$ cat config.mk
export PLATFORM = sky130hd
export DESIGN_NAME = ckg_ctrl
export DESIGN_NICKNAME = d
export VERILOG_FILES = /design/src/ckg_pkg.sv /design/src/ckg_regbus_if.sv /design/src/ckg_ctrl.sv /design/src/ckg_axil_slave.sv /design/src/ckg_clk_gen.sv
export SDC_FILE = /design/constraint.sdc
export NUM_CORES = 1
export LEC_CHECK = 0
export ABC_AREA = 1
export BUFFER_PORTS_ARGS = -buffer_cell sky130_fd_sc_hd__buf_2
export CAP_MARGIN = 5
export CORE_UTILIZATION = 63
export DETAILED_ROUTE_END_ITERATION = 10
export PLACE_DENSITY = 0.9
export SETUP_SLACK_MARGIN = 0.1
export SLEW_MARGIN = 40
export SYNTH_ARGS = -nofsm -noshare
export SYNTH_HDL_FRONTEND = slang
export SYNTH_SLANG_ARGS = --single-unit
$ cat constraint.sdc
create_clock -name core_clk -period 14.8 [get_ports core_clk]
set_input_delay 2.22 -clock core_clk [delete_from_list [all_inputs] [get_ports core_clk]]
set_output_delay 2.22 -clock core_clk [all_outputs]
set_load 0.1 [all_outputs]
$ cat src/ckg_pkg.sv
package ckg_pkg;
   // register byte offsets on the AXI4-Lite bus
   localparam logic [7:0] OFS_CTRL_ONE = 8'h00;
   localparam logic [7:0] OFS_FILT_UPPER = 8'h04;
   localparam logic [7:0] OFS_FILT_LOWER = 8'h08;
   localparam logic [7:0] OFS_TRIM = 8'h0C;
   localparam logic [7:0] OFS_STATUS = 8'h10;
   localparam int ADDR_W = 8;
   localparam int DATA_W = 32;
   // clock_gen_control_one field positions
   localparam int HIGH_GAIN_BIT = 7;
   localparam int RANGE_BIT = 6;
   localparam int REF_SEL_BIT = 5;
   localparam int SCHEME_HI = 4;
   localparam int SCHEME_LO = 3;
   localparam int STOP_KEEP_BIT = 2;
   localparam int LOSS_DIS_BIT = 1;
   // status register field positions
   localparam int STAT_BUSY_BIT = 2;
   // clock_scheme_select encodings
   localparam logic [1:0] SCHEME_SELF = 2'h0;
   localparam logic [1:0] SCHEME_LOOP_INT = 2'h1;
   localparam logic [1:0] SCHEME_BYPASS_EXT = 2'h2;
   localparam logic [1:0] SCHEME_LOOP_EXT = 2'h3;
   // reset values
   localparam logic [7:0] CTRL_ONE_RST = 8'h40;
   localparam logic [7:0] TRIM_RST = 8'h80;
   localparam int FILT_W = 12;
   // step of 0x333 on a 12-bit phase accumulator at 40 MHz gives about 8 MHz
   localparam logic [11:0] FILT_RST = 12'h333;
   localparam logic [11:0] NCO_STEP_MAX = 12'h7FF;
   // trim scale: step factor (0x280 - trim) / 0x200, so 0x80 is nominal, +-25 %
   localparam logic [9:0] TRIM_BASE = 10'h280;
   localparam int TRIM_SHIFT = 9;
   // timing
   localparam int CORE_CLK_HZ = 40_000_000;
   localparam int LATCH_NS = 200;
   localparam int LATCH_CYC = (LATCH_NS * (CORE_CLK_HZ / 1_000_000) + 999) / 1000;
   // axi responses
   localparam logic [1:0] RESP_OKAY = 2'h0;
   localparam logic [1:0] RESP_SLVERR = 2'h2;
endpackage : ckg_pkg

$ cat src/ckg_regbus_if.sv
`timescale 1ns/1ps
interface ckg_regbus_if;
   logic wr_en;
   logic [ckg_pkg::ADDR_W-1:0] wr_addr;
   logic [7:0] wr_data;
   logic wr_ok;
   logic [ckg_pkg::ADDR_W-1:0] rd_addr;
   logic [7:0] rd_data;
   logic rd_ok;
   modport bus (output wr_en, output wr_addr, output wr_data, input wr_ok,
      output rd_addr, input rd_data, input rd_ok);
   modport regs (input wr_en, input wr_addr, input wr_data, output wr_ok,
      input rd_addr, output rd_data, output rd_ok);
endinterface : ckg_regbus_if

$ cat src/ckg_ctrl.sv
// What this block does
// resets into self-clocked mode, about 8 MHz
// scheme 11 selects loop with external reference
// filter readable; writable only in self-clocked mode
// self-clocked upper write loads full 12-bit filter
// upper write ignored while latch still pending
// trim binary weighted; larger value, longer period
// gain bit clear selects low-power oscillator
// range bit set: high range, prescale one
// stop-keep clear stops oscillator in stop
// control bit 0 always reads zero
// crystal pins take port G bits 2, 1
// bus clock is generator output halved
`timescale 1ns/1ps
module ckg_ctrl #(
   parameter int LATCH_CYCLES = ckg_pkg::LATCH_CYC
) (
   input wire logic core_clk,
   input wire logic arst_n,
   input wire logic [31:0] s_awaddr,
   input wire logic s_awvalid,
   output logic s_awready,
   input wire logic [31:0] s_wdata,
   input wire logic [3:0] s_wstrb,
   input wire logic s_wvalid,
   output logic s_wready,
   output logic [1:0] s_bresp,
   output logic s_bvalid,
   input wire logic s_bready,
   input wire logic [31:0] s_araddr,
   input wire logic s_arvalid,
   output logic s_arready,
   output logic [31:0] s_rdata,
   output logic [1:0] s_rresp,
   output logic s_rvalid,
   input wire logic s_rready,
   input wire logic stop_mode,
   input wire logic [11:0] loop_filter_in,
   output logic generator_output_clock,
   output logic bus_clk,
   output logic osc_enable,
   output logic osc_low_power,
   output logic osc_range_high,
   output logic ref_prescale_one,
   output logic loop_engaged_external,
   output logic loss_detect_on,
   output logic [1:0] active_scheme,
   output logic [7:0] port_g_claim
);
   // the latch counter is eight bits wide and must start above zero
   if (LATCH_CYCLES < 1 || LATCH_CYCLES > 255) begin : g_bad_latch
      $error("LATCH_CYCLES must lie in 1..255");
   end

   typedef struct packed {
      logic [7:0] ctrl_one;
      logic [7:0] trim;
      logic [11:0] filter;
      logic [7:0] lower_pend;
      logic [11:0] latch_val;
      logic [7:0] latch_cnt;
      logic busy;
      logic [11:0] loop_s1;
      logic [11:0] loop_s2;
      logic [11:0] loop_s3;
      logic osc_en;
      logic low_pwr;
      logic range_hi;
      logic lee;
      logic loss_on;
      logic [1:0] scheme;
      logic [7:0] pg_claim;
   } ckg_ctrl_t;

   ckg_ctrl_t st_r;
   ckg_ctrl_t st_nxt;
   logic [1:0] rst_sync_r;
   logic rst_n;
   logic [1:0] scheme_sel;
   logic self_mode;
   logic uses_int_ref;
   logic gen_out_w;
   logic bus_clk_w;
   logic gen_out_r;
   logic bus_clk_r;

   ckg_regbus_if rb ();

   // reset released through two flops, asserted at once
   always_ff @(posedge core_clk or negedge arst_n) begin
      if (!arst_n) begin
         rst_sync_r <= 2'h0;
      end else begin
         rst_sync_r <= {rst_sync_r[0], 1'b1};
      end
   end
   assign rst_n = rst_sync_r[1];

   ckg_axil_slave u_bus (
      .clk(core_clk),
      .rst_n(rst_n),
      .s_awaddr(s_awaddr),
      .s_awvalid(s_awvalid),
      .s_awready(s_awready),
      .s_wdata(s_wdata),
      .s_wstrb(s_wstrb),
      .s_wvalid(s_wvalid),
      .s_wready(s_wready),
      .s_bresp(s_bresp),
      .s_bvalid(s_bvalid),
      .s_bready(s_bready),
      .s_araddr(s_araddr),
      .s_arvalid(s_arvalid),
      .s_arready(s_arready),
      .s_rdata(s_rdata),
      .s_rresp(s_rresp),
      .s_rvalid(s_rvalid),
      .s_rready(s_rready),
      .rb(rb.bus)
   );

   assign scheme_sel = st_r.ctrl_one[ckg_pkg::SCHEME_HI:ckg_pkg::SCHEME_LO];
   assign self_mode = (scheme_sel == ckg_pkg::SCHEME_SELF);
   assign uses_int_ref = (scheme_sel == ckg_pkg::SCHEME_SELF)
      || (scheme_sel == ckg_pkg::SCHEME_LOOP_INT);

   // filter steps the generator; trim only touches the internal reference
   ckg_clk_gen u_gen (
      .clk(core_clk),
      .rst_n(rst_n),
      .step(st_r.filter),
      .trim(st_r.trim),
      .use_trim(uses_int_ref),
      .gen_out(gen_out_w),
      .bus_clk(bus_clk_w)
   );

   // address decode for reads
   always_comb begin
      rb.rd_ok = 1'b1;
      rb.rd_data = 8'h00;
      if (rb.rd_addr == ckg_pkg::OFS_CTRL_ONE) begin
         rb.rd_data = {st_r.ctrl_one[7:1], 1'b0};
      end else if (rb.rd_addr == ckg_pkg::OFS_FILT_UPPER) begin
         rb.rd_data = {4'h0, st_r.filter[11:8]};
      end else if (rb.rd_addr == ckg_pkg::OFS_FILT_LOWER) begin
         rb.rd_data = st_r.filter[7:0];
      end else if (rb.rd_addr == ckg_pkg::OFS_TRIM) begin
         rb.rd_data = st_r.trim;
      end else if (rb.rd_addr == ckg_pkg::OFS_STATUS) begin
         rb.rd_data = {5'h00, st_r.busy, scheme_sel};
      end else begin
         rb.rd_ok = 1'b0;
      end
   end

   // address decode for writes
   always_comb begin
      rb.wr_ok = (rb.wr_addr == ckg_pkg::OFS_CTRL_ONE)
         || (rb.wr_addr == ckg_pkg::OFS_FILT_UPPER)
         || (rb.wr_addr == ckg_pkg::OFS_FILT_LOWER)
         || (rb.wr_addr == ckg_pkg::OFS_TRIM)
         || (rb.wr_addr == ckg_pkg::OFS_STATUS);
   end

   always_comb begin
      st_nxt = st_r;
      // loop filter arrives from the analog loop, not this clock
      st_nxt.loop_s1 = loop_filter_in;
      st_nxt.loop_s2 = st_r.loop_s1;
      st_nxt.loop_s3 = st_r.loop_s2;
      if (rb.wr_en) begin
         if (rb.wr_addr == ckg_pkg::OFS_CTRL_ONE) begin
            st_nxt.ctrl_one = {rb.wr_data[7:1], 1'b0};
         end else if (rb.wr_addr == ckg_pkg::OFS_TRIM) begin
            st_nxt.trim = rb.wr_data;
         end else if (rb.wr_addr == ckg_pkg::OFS_FILT_LOWER && self_mode) begin
            st_nxt.lower_pend = rb.wr_data;
         end else if (rb.wr_addr == ckg_pkg::OFS_FILT_UPPER && self_mode && !st_r.busy) begin
            // upper write commits upper nibble with the held lower byte
            st_nxt.latch_val = {rb.wr_data[3:0], st_r.lower_pend};
            st_nxt.latch_cnt = 8'(LATCH_CYCLES);
            st_nxt.busy = 1'b1;
         end
      end
      // latch sequence: writes to upper while busy fall through above
      if (st_r.busy) begin
         if (st_r.latch_cnt == 8'h01) begin
            st_nxt.busy = 1'b0;
            st_nxt.latch_cnt = 8'h00;
            st_nxt.filter = st_r.latch_val;
         end else begin
            st_nxt.latch_cnt = st_r.latch_cnt - 8'h01;
         end
      end
      // a pending latch is abandoned if the loop takes over
      if (!self_mode) begin
         st_nxt.busy = 1'b0;
         st_nxt.latch_cnt = 8'h00;
         // loop modes own the filter; software only reads it
         // a word caught mid-change differs between stages, so wait for two equal samples
         if (st_r.loop_s2 == st_r.loop_s3) begin
            st_nxt.filter = st_r.loop_s2;
         end
      end
      st_nxt.osc_en = st_r.ctrl_one[ckg_pkg::REF_SEL_BIT]
         && !(stop_mode && !st_r.ctrl_one[ckg_pkg::STOP_KEEP_BIT]);
      st_nxt.low_pwr = !st_r.ctrl_one[ckg_pkg::HIGH_GAIN_BIT];
      st_nxt.range_hi = st_r.ctrl_one[ckg_pkg::RANGE_BIT];
      st_nxt.lee = (scheme_sel == ckg_pkg::SCHEME_LOOP_EXT);
      st_nxt.loss_on = !st_r.ctrl_one[ckg_pkg::LOSS_DIS_BIT];
      st_nxt.scheme = scheme_sel;
      st_nxt.pg_claim = 8'h00;
      st_nxt.pg_claim[2] = st_r.ctrl_one[ckg_pkg::REF_SEL_BIT];
      st_nxt.pg_claim[1] = st_r.ctrl_one[ckg_pkg::REF_SEL_BIT];
   end

   always_ff @(posedge core_clk or negedge rst_n) begin
      if (!rst_n) begin
         st_r <= '0;
         st_r.ctrl_one <= ckg_pkg::CTRL_ONE_RST;
         st_r.trim <= ckg_pkg::TRIM_RST;
         st_r.filter <= ckg_pkg::FILT_RST;
         st_r.low_pwr <= 1'b1;
         st_r.range_hi <= 1'b1;
         st_r.loss_on <= 1'b1;
         gen_out_r <= 1'b0;
         bus_clk_r <= 1'b0;
      end else begin
         st_r <= st_nxt;
         gen_out_r <= gen_out_w;
         bus_clk_r <= bus_clk_w;
      end
   end

   assign generator_output_clock = gen_out_r;
   assign bus_clk = bus_clk_r;
   assign osc_enable = st_r.osc_en;
   assign osc_low_power = st_r.low_pwr;
   assign osc_range_high = st_r.range_hi;
   assign ref_prescale_one = st_r.range_hi;
   assign loop_engaged_external = st_r.lee;
   assign loss_detect_on = st_r.loss_on;
   assign active_scheme = st_r.scheme;
   assign port_g_claim = st_r.pg_claim;
endmodule : ckg_ctrl

$ cat src/ckg_axil_slave.sv
`timescale 1ns/1ps
module ckg_axil_slave (
   input wire logic clk,
   input wire logic rst_n,
   input wire logic [31:0] s_awaddr,
   input wire logic s_awvalid,
   output logic s_awready,
   input wire logic [31:0] s_wdata,
   input wire logic [3:0] s_wstrb,
   input wire logic s_wvalid,
   output logic s_wready,
   output logic [1:0] s_bresp,
   output logic s_bvalid,
   input wire logic s_bready,
   input wire logic [31:0] s_araddr,
   input wire logic s_arvalid,
   output logic s_arready,
   output logic [31:0] s_rdata,
   output logic [1:0] s_rresp,
   output logic s_rvalid,
   input wire logic s_rready,
   ckg_regbus_if.bus rb
);
   typedef struct packed {
      logic aw_held;
      logic [7:0] aw_addr;
      logic w_held;
      logic [7:0] w_data;
      logic w_lane0;
      logic bvalid;
      logic [1:0] bresp;
      logic ar_held;
      logic [7:0] ar_addr;
      logic rvalid;
      logic [1:0] rresp;
      logic [7:0] rdata;
   } ckg_axs_t;

   ckg_axs_t st_r;
   ckg_axs_t st_nxt;
   logic do_write;

   always_comb begin
      st_nxt = st_r;
      do_write = st_r.aw_held && st_r.w_held && !st_r.bvalid;
      if (s_awvalid && s_awready) begin
         st_nxt.aw_held = 1'b1;
         st_nxt.aw_addr = s_awaddr[7:0];
      end
      if (s_wvalid && s_wready) begin
         st_nxt.w_held = 1'b1;
         st_nxt.w_data = s_wdata[7:0];
         st_nxt.w_lane0 = s_wstrb[0];
      end
      if (do_write) begin
         st_nxt.aw_held = 1'b0;
         st_nxt.w_held = 1'b0;
         st_nxt.bvalid = 1'b1;
         st_nxt.bresp = rb.wr_ok ? ckg_pkg::RESP_OKAY : ckg_pkg::RESP_SLVERR;
      end else if (st_r.bvalid && s_bready) begin
         st_nxt.bvalid = 1'b0;
      end
      if (s_arvalid && s_arready) begin
         st_nxt.ar_held = 1'b1;
         st_nxt.ar_addr = s_araddr[7:0];
      end
      // one cycle to look up the addressed register, then rvalid
      if (st_r.ar_held) begin
         st_nxt.ar_held = 1'b0;
         st_nxt.rvalid = 1'b1;
         st_nxt.rdata = rb.rd_ok ? rb.rd_data : 8'h00;
         st_nxt.rresp = rb.rd_ok ? ckg_pkg::RESP_OKAY : ckg_pkg::RESP_SLVERR;
      end else if (st_r.rvalid && s_rready) begin
         st_nxt.rvalid = 1'b0;
      end
   end

   always_ff @(posedge clk or negedge rst_n) begin
      if (!rst_n) begin
         st_r <= '0;
      end else begin
         st_r <= st_nxt;
      end
   end

   // only byte lane 0 carries register bits; a write without it still answers
   assign rb.wr_en = do_write && st_r.w_lane0;
   assign rb.wr_addr = st_r.aw_addr;
   assign rb.wr_data = st_r.w_data;
   assign rb.rd_addr = st_r.ar_addr;
   assign s_awready = !st_r.aw_held && !st_r.bvalid;
   assign s_wready = !st_r.w_held && !st_r.bvalid;
   assign s_bvalid = st_r.bvalid;
   assign s_bresp = st_r.bresp;
   assign s_arready = !st_r.ar_held && !st_r.rvalid;
   assign s_rvalid = st_r.rvalid;
   assign s_rresp = st_r.rresp;
   assign s_rdata = {24'h000000, st_r.rdata};
endmodule : ckg_axil_slave

$ cat src/ckg_clk_gen.sv
`timescale 1ns/1ps
module ckg_clk_gen (
   input wire logic clk,
   input wire logic rst_n,
   input wire logic [11:0] step,
   input wire logic [7:0] trim,
   input wire logic use_trim,
   output logic gen_out,
   output logic bus_clk
);
   typedef struct packed {
      logic [11:0] acc;
      logic gen;
      logic bus;
   } ckg_gen_t;

   ckg_gen_t st_r;
   ckg_gen_t st_nxt;
   logic [21:0] scaled;
   logic [12:0] eff;
   logic [11:0] eff_step;

   always_comb begin
      st_nxt = st_r;
      // larger trim lowers the step, which lengthens the period
      scaled = {10'h000, step} * {12'h000, (ckg_pkg::TRIM_BASE - {2'h0, trim})};
      eff = use_trim ? scaled[ckg_pkg::TRIM_SHIFT +: 13] : {1'b0, step};
      // above half the accumulator the output would alias, so clamp
      eff_step = (eff > {1'b0, ckg_pkg::NCO_STEP_MAX}) ? ckg_pkg::NCO_STEP_MAX : eff[11:0];
      st_nxt.acc = st_r.acc + eff_step;
      st_nxt.gen = st_nxt.acc[11];
      if (st_nxt.gen && !st_r.gen) begin
         st_nxt.bus = !st_r.bus;
      end
   end

   always_ff @(posedge clk or negedge rst_n) begin
      if (!rst_n) begin
         st_r <= '0;
      end else begin
         st_r <= st_nxt;
      end
   end

   assign gen_out = st_r.gen;
   assign bus_clk = st_r.bus;
endmodule : ckg_clk_gen

# Word level (Yosys, flattened, before mapping)
# Index checks and enable logic that the tools add are counted.
dict set report totals {
  word_cells 145
  out_inout_bits 59
  memories 0
  regBits 160
  rom_bits 0
  ram_bits 0
  latch_bits 0
}
dict set report classes {
  n_eq_ne 17
  n_lt_le_gt_ge 1
  n_reduce_logical 47
  shift 0
  div 0
  mux 38
  n_bitwise 3
  add_sub_neg 3
  multipliers 1
}
# op count
set ops {}
lappend ops {{9-bit two-way mux} 9}
lappend ops {{12-bit two-way mux} 5}
lappend ops {{8-bit two-way mux} 6}
lappend ops {{8-bit by 4-bit == test with 1-bit output, second input constant} 4}
lappend ops {{12-bit by 10-bit multiplier with 22-bit output} 1}
lappend ops {{1-bit logical AND} 17}
lappend ops {{8-bit by 3-bit == test with 1-bit output, second input constant} 2}
lappend ops {{8-bit by 5-bit == test with 1-bit output, second input constant} 2}
lappend ops {{8-bit logical NOT} 2}
lappend ops {{13-bit by 11-bit > comparator with 1-bit output, second input constant} 1}
lappend ops {{1-bit two-way mux} 13}
lappend ops {{13-bit two-way mux} 1}
lappend ops {{12-bit adder} 1}
lappend ops {{12-bit == test} 1}
lappend ops {{1-bit logical NOT} 12}
lappend ops {{10-bit two-way mux} 1}
lappend ops {{5-bit AND reduction} 2}
lappend ops {{2-bit nonzero test} 5}
lappend ops {{10-bit by 8-bit subtractor with 10-bit output, first input constant} 1}
lappend ops {{3-bit != test, second input constant} 3}
lappend ops {{8-bit by 1-bit == test with 1-bit output, second input constant} 1}
lappend ops {{8-bit by 1-bit subtractor with 8-bit output, second input constant} 1}
lappend ops {{3-bit by 2-bit != test with 1-bit output, second input constant} 2}
lappend ops {{1-bit logical OR} 5}
lappend ops {{other kinds (9)} 12}

# Longest topological paths before layout
dict set report depth {
  word_depth 11
  mapped_depth 41
  mapped_depth_nobuf 41
}

# By module
# A second synthesis with hierarchy kept.
dict set report unflattened {
  hier_cells 1520
  area_unflattened_um2 11890.2
}
# mod area_per_inst_um2 instances seq_area_each_um2 cells_each
set modules_own_cells {}
lappend modules_own_cells {ckg_clk_gen 5282.6 1 325.3 754}
lappend modules_own_cells {ckg_ctrl 4586.9 1 2616.3 532}
lappend modules_own_cells {ckg_axil_slave 2020.7 1 1001.0 234}

# Least setup slack after synthesis
# Ideal clock, no wire load.
dict set report synth_path {
  kind {flip-flop to flip-flop}
  startpoint {register st_r[92] (netlist name)}
  endpoint {register u_gen.st_r[10] (netlist bit)}
  path_stages_with_launch 37
  path_buffers 1
  t_arrival_ps 6543
  slack_ps 8135
  setup_ps 122
  path_cell_list {dfrtp_1 -> nor3_1 -> inv_1 -> or2_1 -> nor2_2 -> nand2_2 -> nor2_4 -> nor2_2 -> inv_4 -> nand2_4 -> inv_6 -> nor2_2 -> fa_1 -> fa_1 -> fa_1 -> fa_1 -> inv_1 -> fa_1 -> inv_1 -> ha_1 -> nand2_1 -> nor2_2 -> and2_1 -> nand3_1 -> nand3_1 -> nand2_1 -> nand3_1 -> nand2_1 -> nor2_4 -> buf_6 -> nand2_2 -> ha_1 -> inv_1 -> nor3_1 -> a21oi_1 -> o211a_1 -> xor2_1}
}
# element line_no
set synth_rtl {}
lappend synth_rtl {{to (signal assigned)} ckg_clk_gen.sv:41} ;# st_r <= st_nxt;
lappend synth_rtl {{to (decl)} ckg_clk_gen.sv:17} ;# ckg_gen_t st_r;

# Final worst setup path
dict set report layout_path {
  startpoint {register st_r[92] (netlist name)}
  endpoint {register u_gen.st_r (netlist bit u_gen.bus_clk)}
}
dict set report layout_via {
  elab_chain_cells 7
}
# element line_no
set layout_rtl {}
lappend layout_rtl {{10-bit by 8-bit subtractor with 10-bit output (*)} ckg_clk_gen.sv:26} ;# scaled = {10'h000, step} * {12'h000, (ckg_pkg::TRIM_BASE - {2'h0, trim})};
lappend layout_rtl {{12-bit by 10-bit multiplier with 22-bit output (*)} ckg_clk_gen.sv:26}
lappend layout_rtl {{13-bit two-way mux (*)} ckg_clk_gen.sv:27} ;# eff = use_trim ? scaled[ckg_pkg::TRIM_SHIFT +: 13] : {1'b0, step};
lappend layout_rtl {{13-bit by 11-bit > comparator with 1-bit output} ckg_clk_gen.sv:29} ;# eff_step = (eff > {1'b0, ckg_pkg::NCO_STEP_MAX}) ? ckg_pkg::NCO_STEP_MAX : eff[11:0];
lappend layout_rtl {{12-bit two-way mux (*)} ckg_clk_gen.sv:29}
lappend layout_rtl {{12-bit adder (*)} ckg_clk_gen.sv:30} ;# st_nxt.acc = st_r.acc + eff_step;
lappend layout_rtl {{1-bit logical AND (*)} ckg_clk_gen.sv:32} ;# if (st_nxt.gen && !st_r.gen) begin
# Every way passes the cells marked *; elsewhere a longest branch is shown, timed or not.
# A chain may end at the register's enable or synchronous reset.

==> impl_metrics.env <==
export IMPL_outcome="completed"
export IMPL_cp_max_fo=14
export IMPL_grt_pass1_vias=9564
export IMPL_mappedNetlistArea_mm2=0.01131
export IMPL_drc=0
export IMPL_synthCells=1363
export IMPL_period_needed_ps=8174
export IMPL_setup_viol=0
export IMPL_core_mm2=0.01742
export IMPL_syn_to_final_growth_pct=7.922
export IMPL_finalClockSkew_ps=14.01
export IMPL_tightest_slew_ps=677.4
export IMPL_synthDistinctLibCells=51
export IMPL_drt_iter0_markers=743
export IMPL_dieWidth_um=136.0
export IMPL_synthMostInstantiatedCell="nand2_1"
export IMPL_post_cts_resized=0
export IMPL_die_area_mm2=0.01849
export IMPL_die_h_um=136.0
export IMPL_overflow=0
export IMPL_cts_sinks=157
export IMPL_instances_no_fill=1652
export IMPL_fmax_mhz=122.3
export IMPL_drv_cap=0
export IMPL_cp_start_kind="flop"
export IMPL_dpl_hpwl_mm=19.67
export IMPL_post_cts_setup_buffers=0
export IMPL_yosys_warnings=0
export IMPL_cts_buffers=17
export IMPL_synth_seq_cells=157
export IMPL_dp_cells=1620
export IMPL_numPortBuffers=71
export IMPL_ys_seq_area_share_pct=34.86
export IMPL_routed_via_density=5.700
export IMPL_hold_path_class="reg -> async"
export IMPL_start_util_pct=64.94
export IMPL_synthTopCellsByArea="dfrtp_1, fa_1, nand2_1"
export IMPL_vdd_drop_max_v=0.0001436
export IMPL_synth_top_area_share_pct=32.30
export IMPL_endpoint_kind="flop"
export IMPL_syn_avg_cell_area_um2=8.298
export IMPL_drtAntennaViolNets=0
export IMPL_clockBufferDepth=2
export IMPL_clk_latency_ps=440
export IMPL_h_tree_depth=4
export IMPL_grt_pass1_wl_mm=45.11
export IMPL_drt_total_wl_mm=27.61
export IMPL_rsz0062_at_grt="false"
export IMPL_crit_arrival_ps=8500
export IMPL_critical_path_required_ps=15130
export IMPL_clockRootBuffer="clkbuf_16"
export IMPL_cts_hold_fix_buffers=0
export IMPL_power_density_mw_per_mm2=142.8
export IMPL_synth_commonest_cells="nand2_1, inv_1, dfrtp_1"
export IMPL_vias=9417
export IMPL_crit_type="reg -> reg"
export IMPL_grt_use_total_pct=31.73
export IMPL_synth_edf_count=0
export IMPL_routedWlPerCell_um=16.71
export IMPL_globalplace_congestion=0.9167
export IMPL_synth_largest_area_cell="dfrtp_1"
export IMPL_crit_path_frequent_cell="nand2_1"
export IMPL_power_leakage_nw=6.593
export IMPL_max_slew_margin_rel_pct=54.73
export IMPL_fin_setup_tns_ps=0
export IMPL_finalHoldViolations=0
export IMPL_postLayoutCoreUtil_pct=70.08
export IMPL_n_antenna_cell=0
export IMPL_path_clk_slew_ps=80
export IMPL_fin_crit_sh_pct=55.23
export IMPL_max_stage_delay_ps=720
export IMPL_crit_slowest_cell="dfrtp_1"
export IMPL_grt_max_degree=68
export IMPL_rows=48
export IMPL_nets=1681
export IMPL_tritoncts="built"
export IMPL_antenna_found_initial=0
export IMPL_drt_first_pass_iters=8
export IMPL_async_reset_ff_share_pct=100.0
export IMPL_io_pins=179
export IMPL_drv_slew=0
export IMPL_drive_gt1_share_pct=12.26
export IMPL_synth_ff_type="dfrtp_1"
[report_power, final]
| part | leakage (nW) | internal (mW) | switching, mW |
|---|---|---|---|
| Clock | 0.291 | 0.227 | 0.216 |
| Sequential | 1.91 | 0.518 | 0.0730 |
| Combinational | 4.39 | 0.205 | 0.504 |
| Total | 6.59 | 0.950 | 0.794 |
[routing by layer]
| metal | GRT usage, % | vias to the layer above | routed length [um] |
|---|---|---|---|
| met4 | 14.88 | 0 | 1148 |
| met1 | 38.81 | 4552 | 10630 |
| met2 | 54.65 | 506 | 13700 |
| li1 | - | 4255 | - |
| met3 | 5.518 | 104 | 2127 |
| met5 | 0 | - | 0 |
[cells in the final DEF, fill, tap and decap left out, types with 8 or more instances in the layout]
cell       instances
conb_1            33
nor2_2            13
buf_2             71
nand2_1          335
inv_1            219
mux2_2             8
fa_1              78
dfrtp_1          145
o21ai_0           78
dfstp_2           11
a21oi_1           47
nand3_1           49
nand4_1           11
xor2_1            11
xnor2_1           14
clkbuf_16         17
nand2_2           14
ha_1              69
nor2_1           113
[sequential cells by signal, indices dropped and copies added (netlist names), 2 cells and up]
name and flops:
active_scheme 2, u_bus.st_r 4, u_gen.st_r 12, st_nxt 26, u_bus.rb.rd_addr 8, st_r 64
scheme_sel 2, u_bus.rb.wr_addr 8, rst_sync_r 2, u_bus.s_rdata 8, u_bus.rb.wr_data 8
[stage by stage]
step                instance area, um2  setup WS, ps  power (mW)  hold WS [ps]
floorplan                        11430          8135       1.134         331.2
global placement                 11610          6992       1.247         291.6
detailed placement               11610          6812       1.283         304.7
CTS                              12190          6744       1.736         309.6
global route                     12210          6104       1.833         336.9
finish                           12210          6626       1.743         294.9
[final cells by class]
| type | count | area, um2 |
|---|---|---|
| well taps | 225 | 281.5 |
| repair buffers | 73 | 374.1 |
| fillers | 1193 | 5211 |
| flip-flops and latches | 157 | 3946 |
| multi-input cells | 934 | 6141 |
| inverters | 231 | 874.6 |
| clock buffers | 17 | 425.4 |
| clock inverters | 15 | 162.7 |
[final timing paths]
path	slack, ps	end	cells after the start	from
worst min register to register	290	u_bus.rb.rd_addr[5]	0	rst_sync_r[1]
worst max register to register	6630	u_gen.bus_clk	34	st_r[92]
worst min-delay path	290	u_bus.rb.rd_addr[5]	0	rst_sync_r[1]
min in group core_clk	350	st_nxt[21]	0	st_nxt[33]
max in group asynchronous	12920	u_bus.st_r[41]	2	rst_sync_r[1]
worst max-delay path	6630	u_gen.bus_clk	34	st_r[92]
[critical path, delay by kind of cell (launching register included)]
kind / cells / cell delay, ps
adders and majority gates: 8 / 3600
and+or+nand+nor: 19 / 2500
buffers and inverters: 5 / 730
DFF: 1 / 720
AOI/OAI and AO/OA: 1 / 370
xor gates and xnor gates: 1 / 130
[logic make-up after synthesis]
logic type | after synthesis | share of synthesized area, %
muxes | 8 | 0.7966
AOI/OAI and AO/OA | 157 | 7.579
adders and majority gates | 147 | 21.44
other | 2 | 0.06640
and+or+nand+nor | 563 | 21.31
buffers and inverters | 303 | 11.94
DFF | 157 | 34.86
xor gates and xnor gates | 26 | 2.014
No activity file was read; power rests on OpenSTA's default activity.
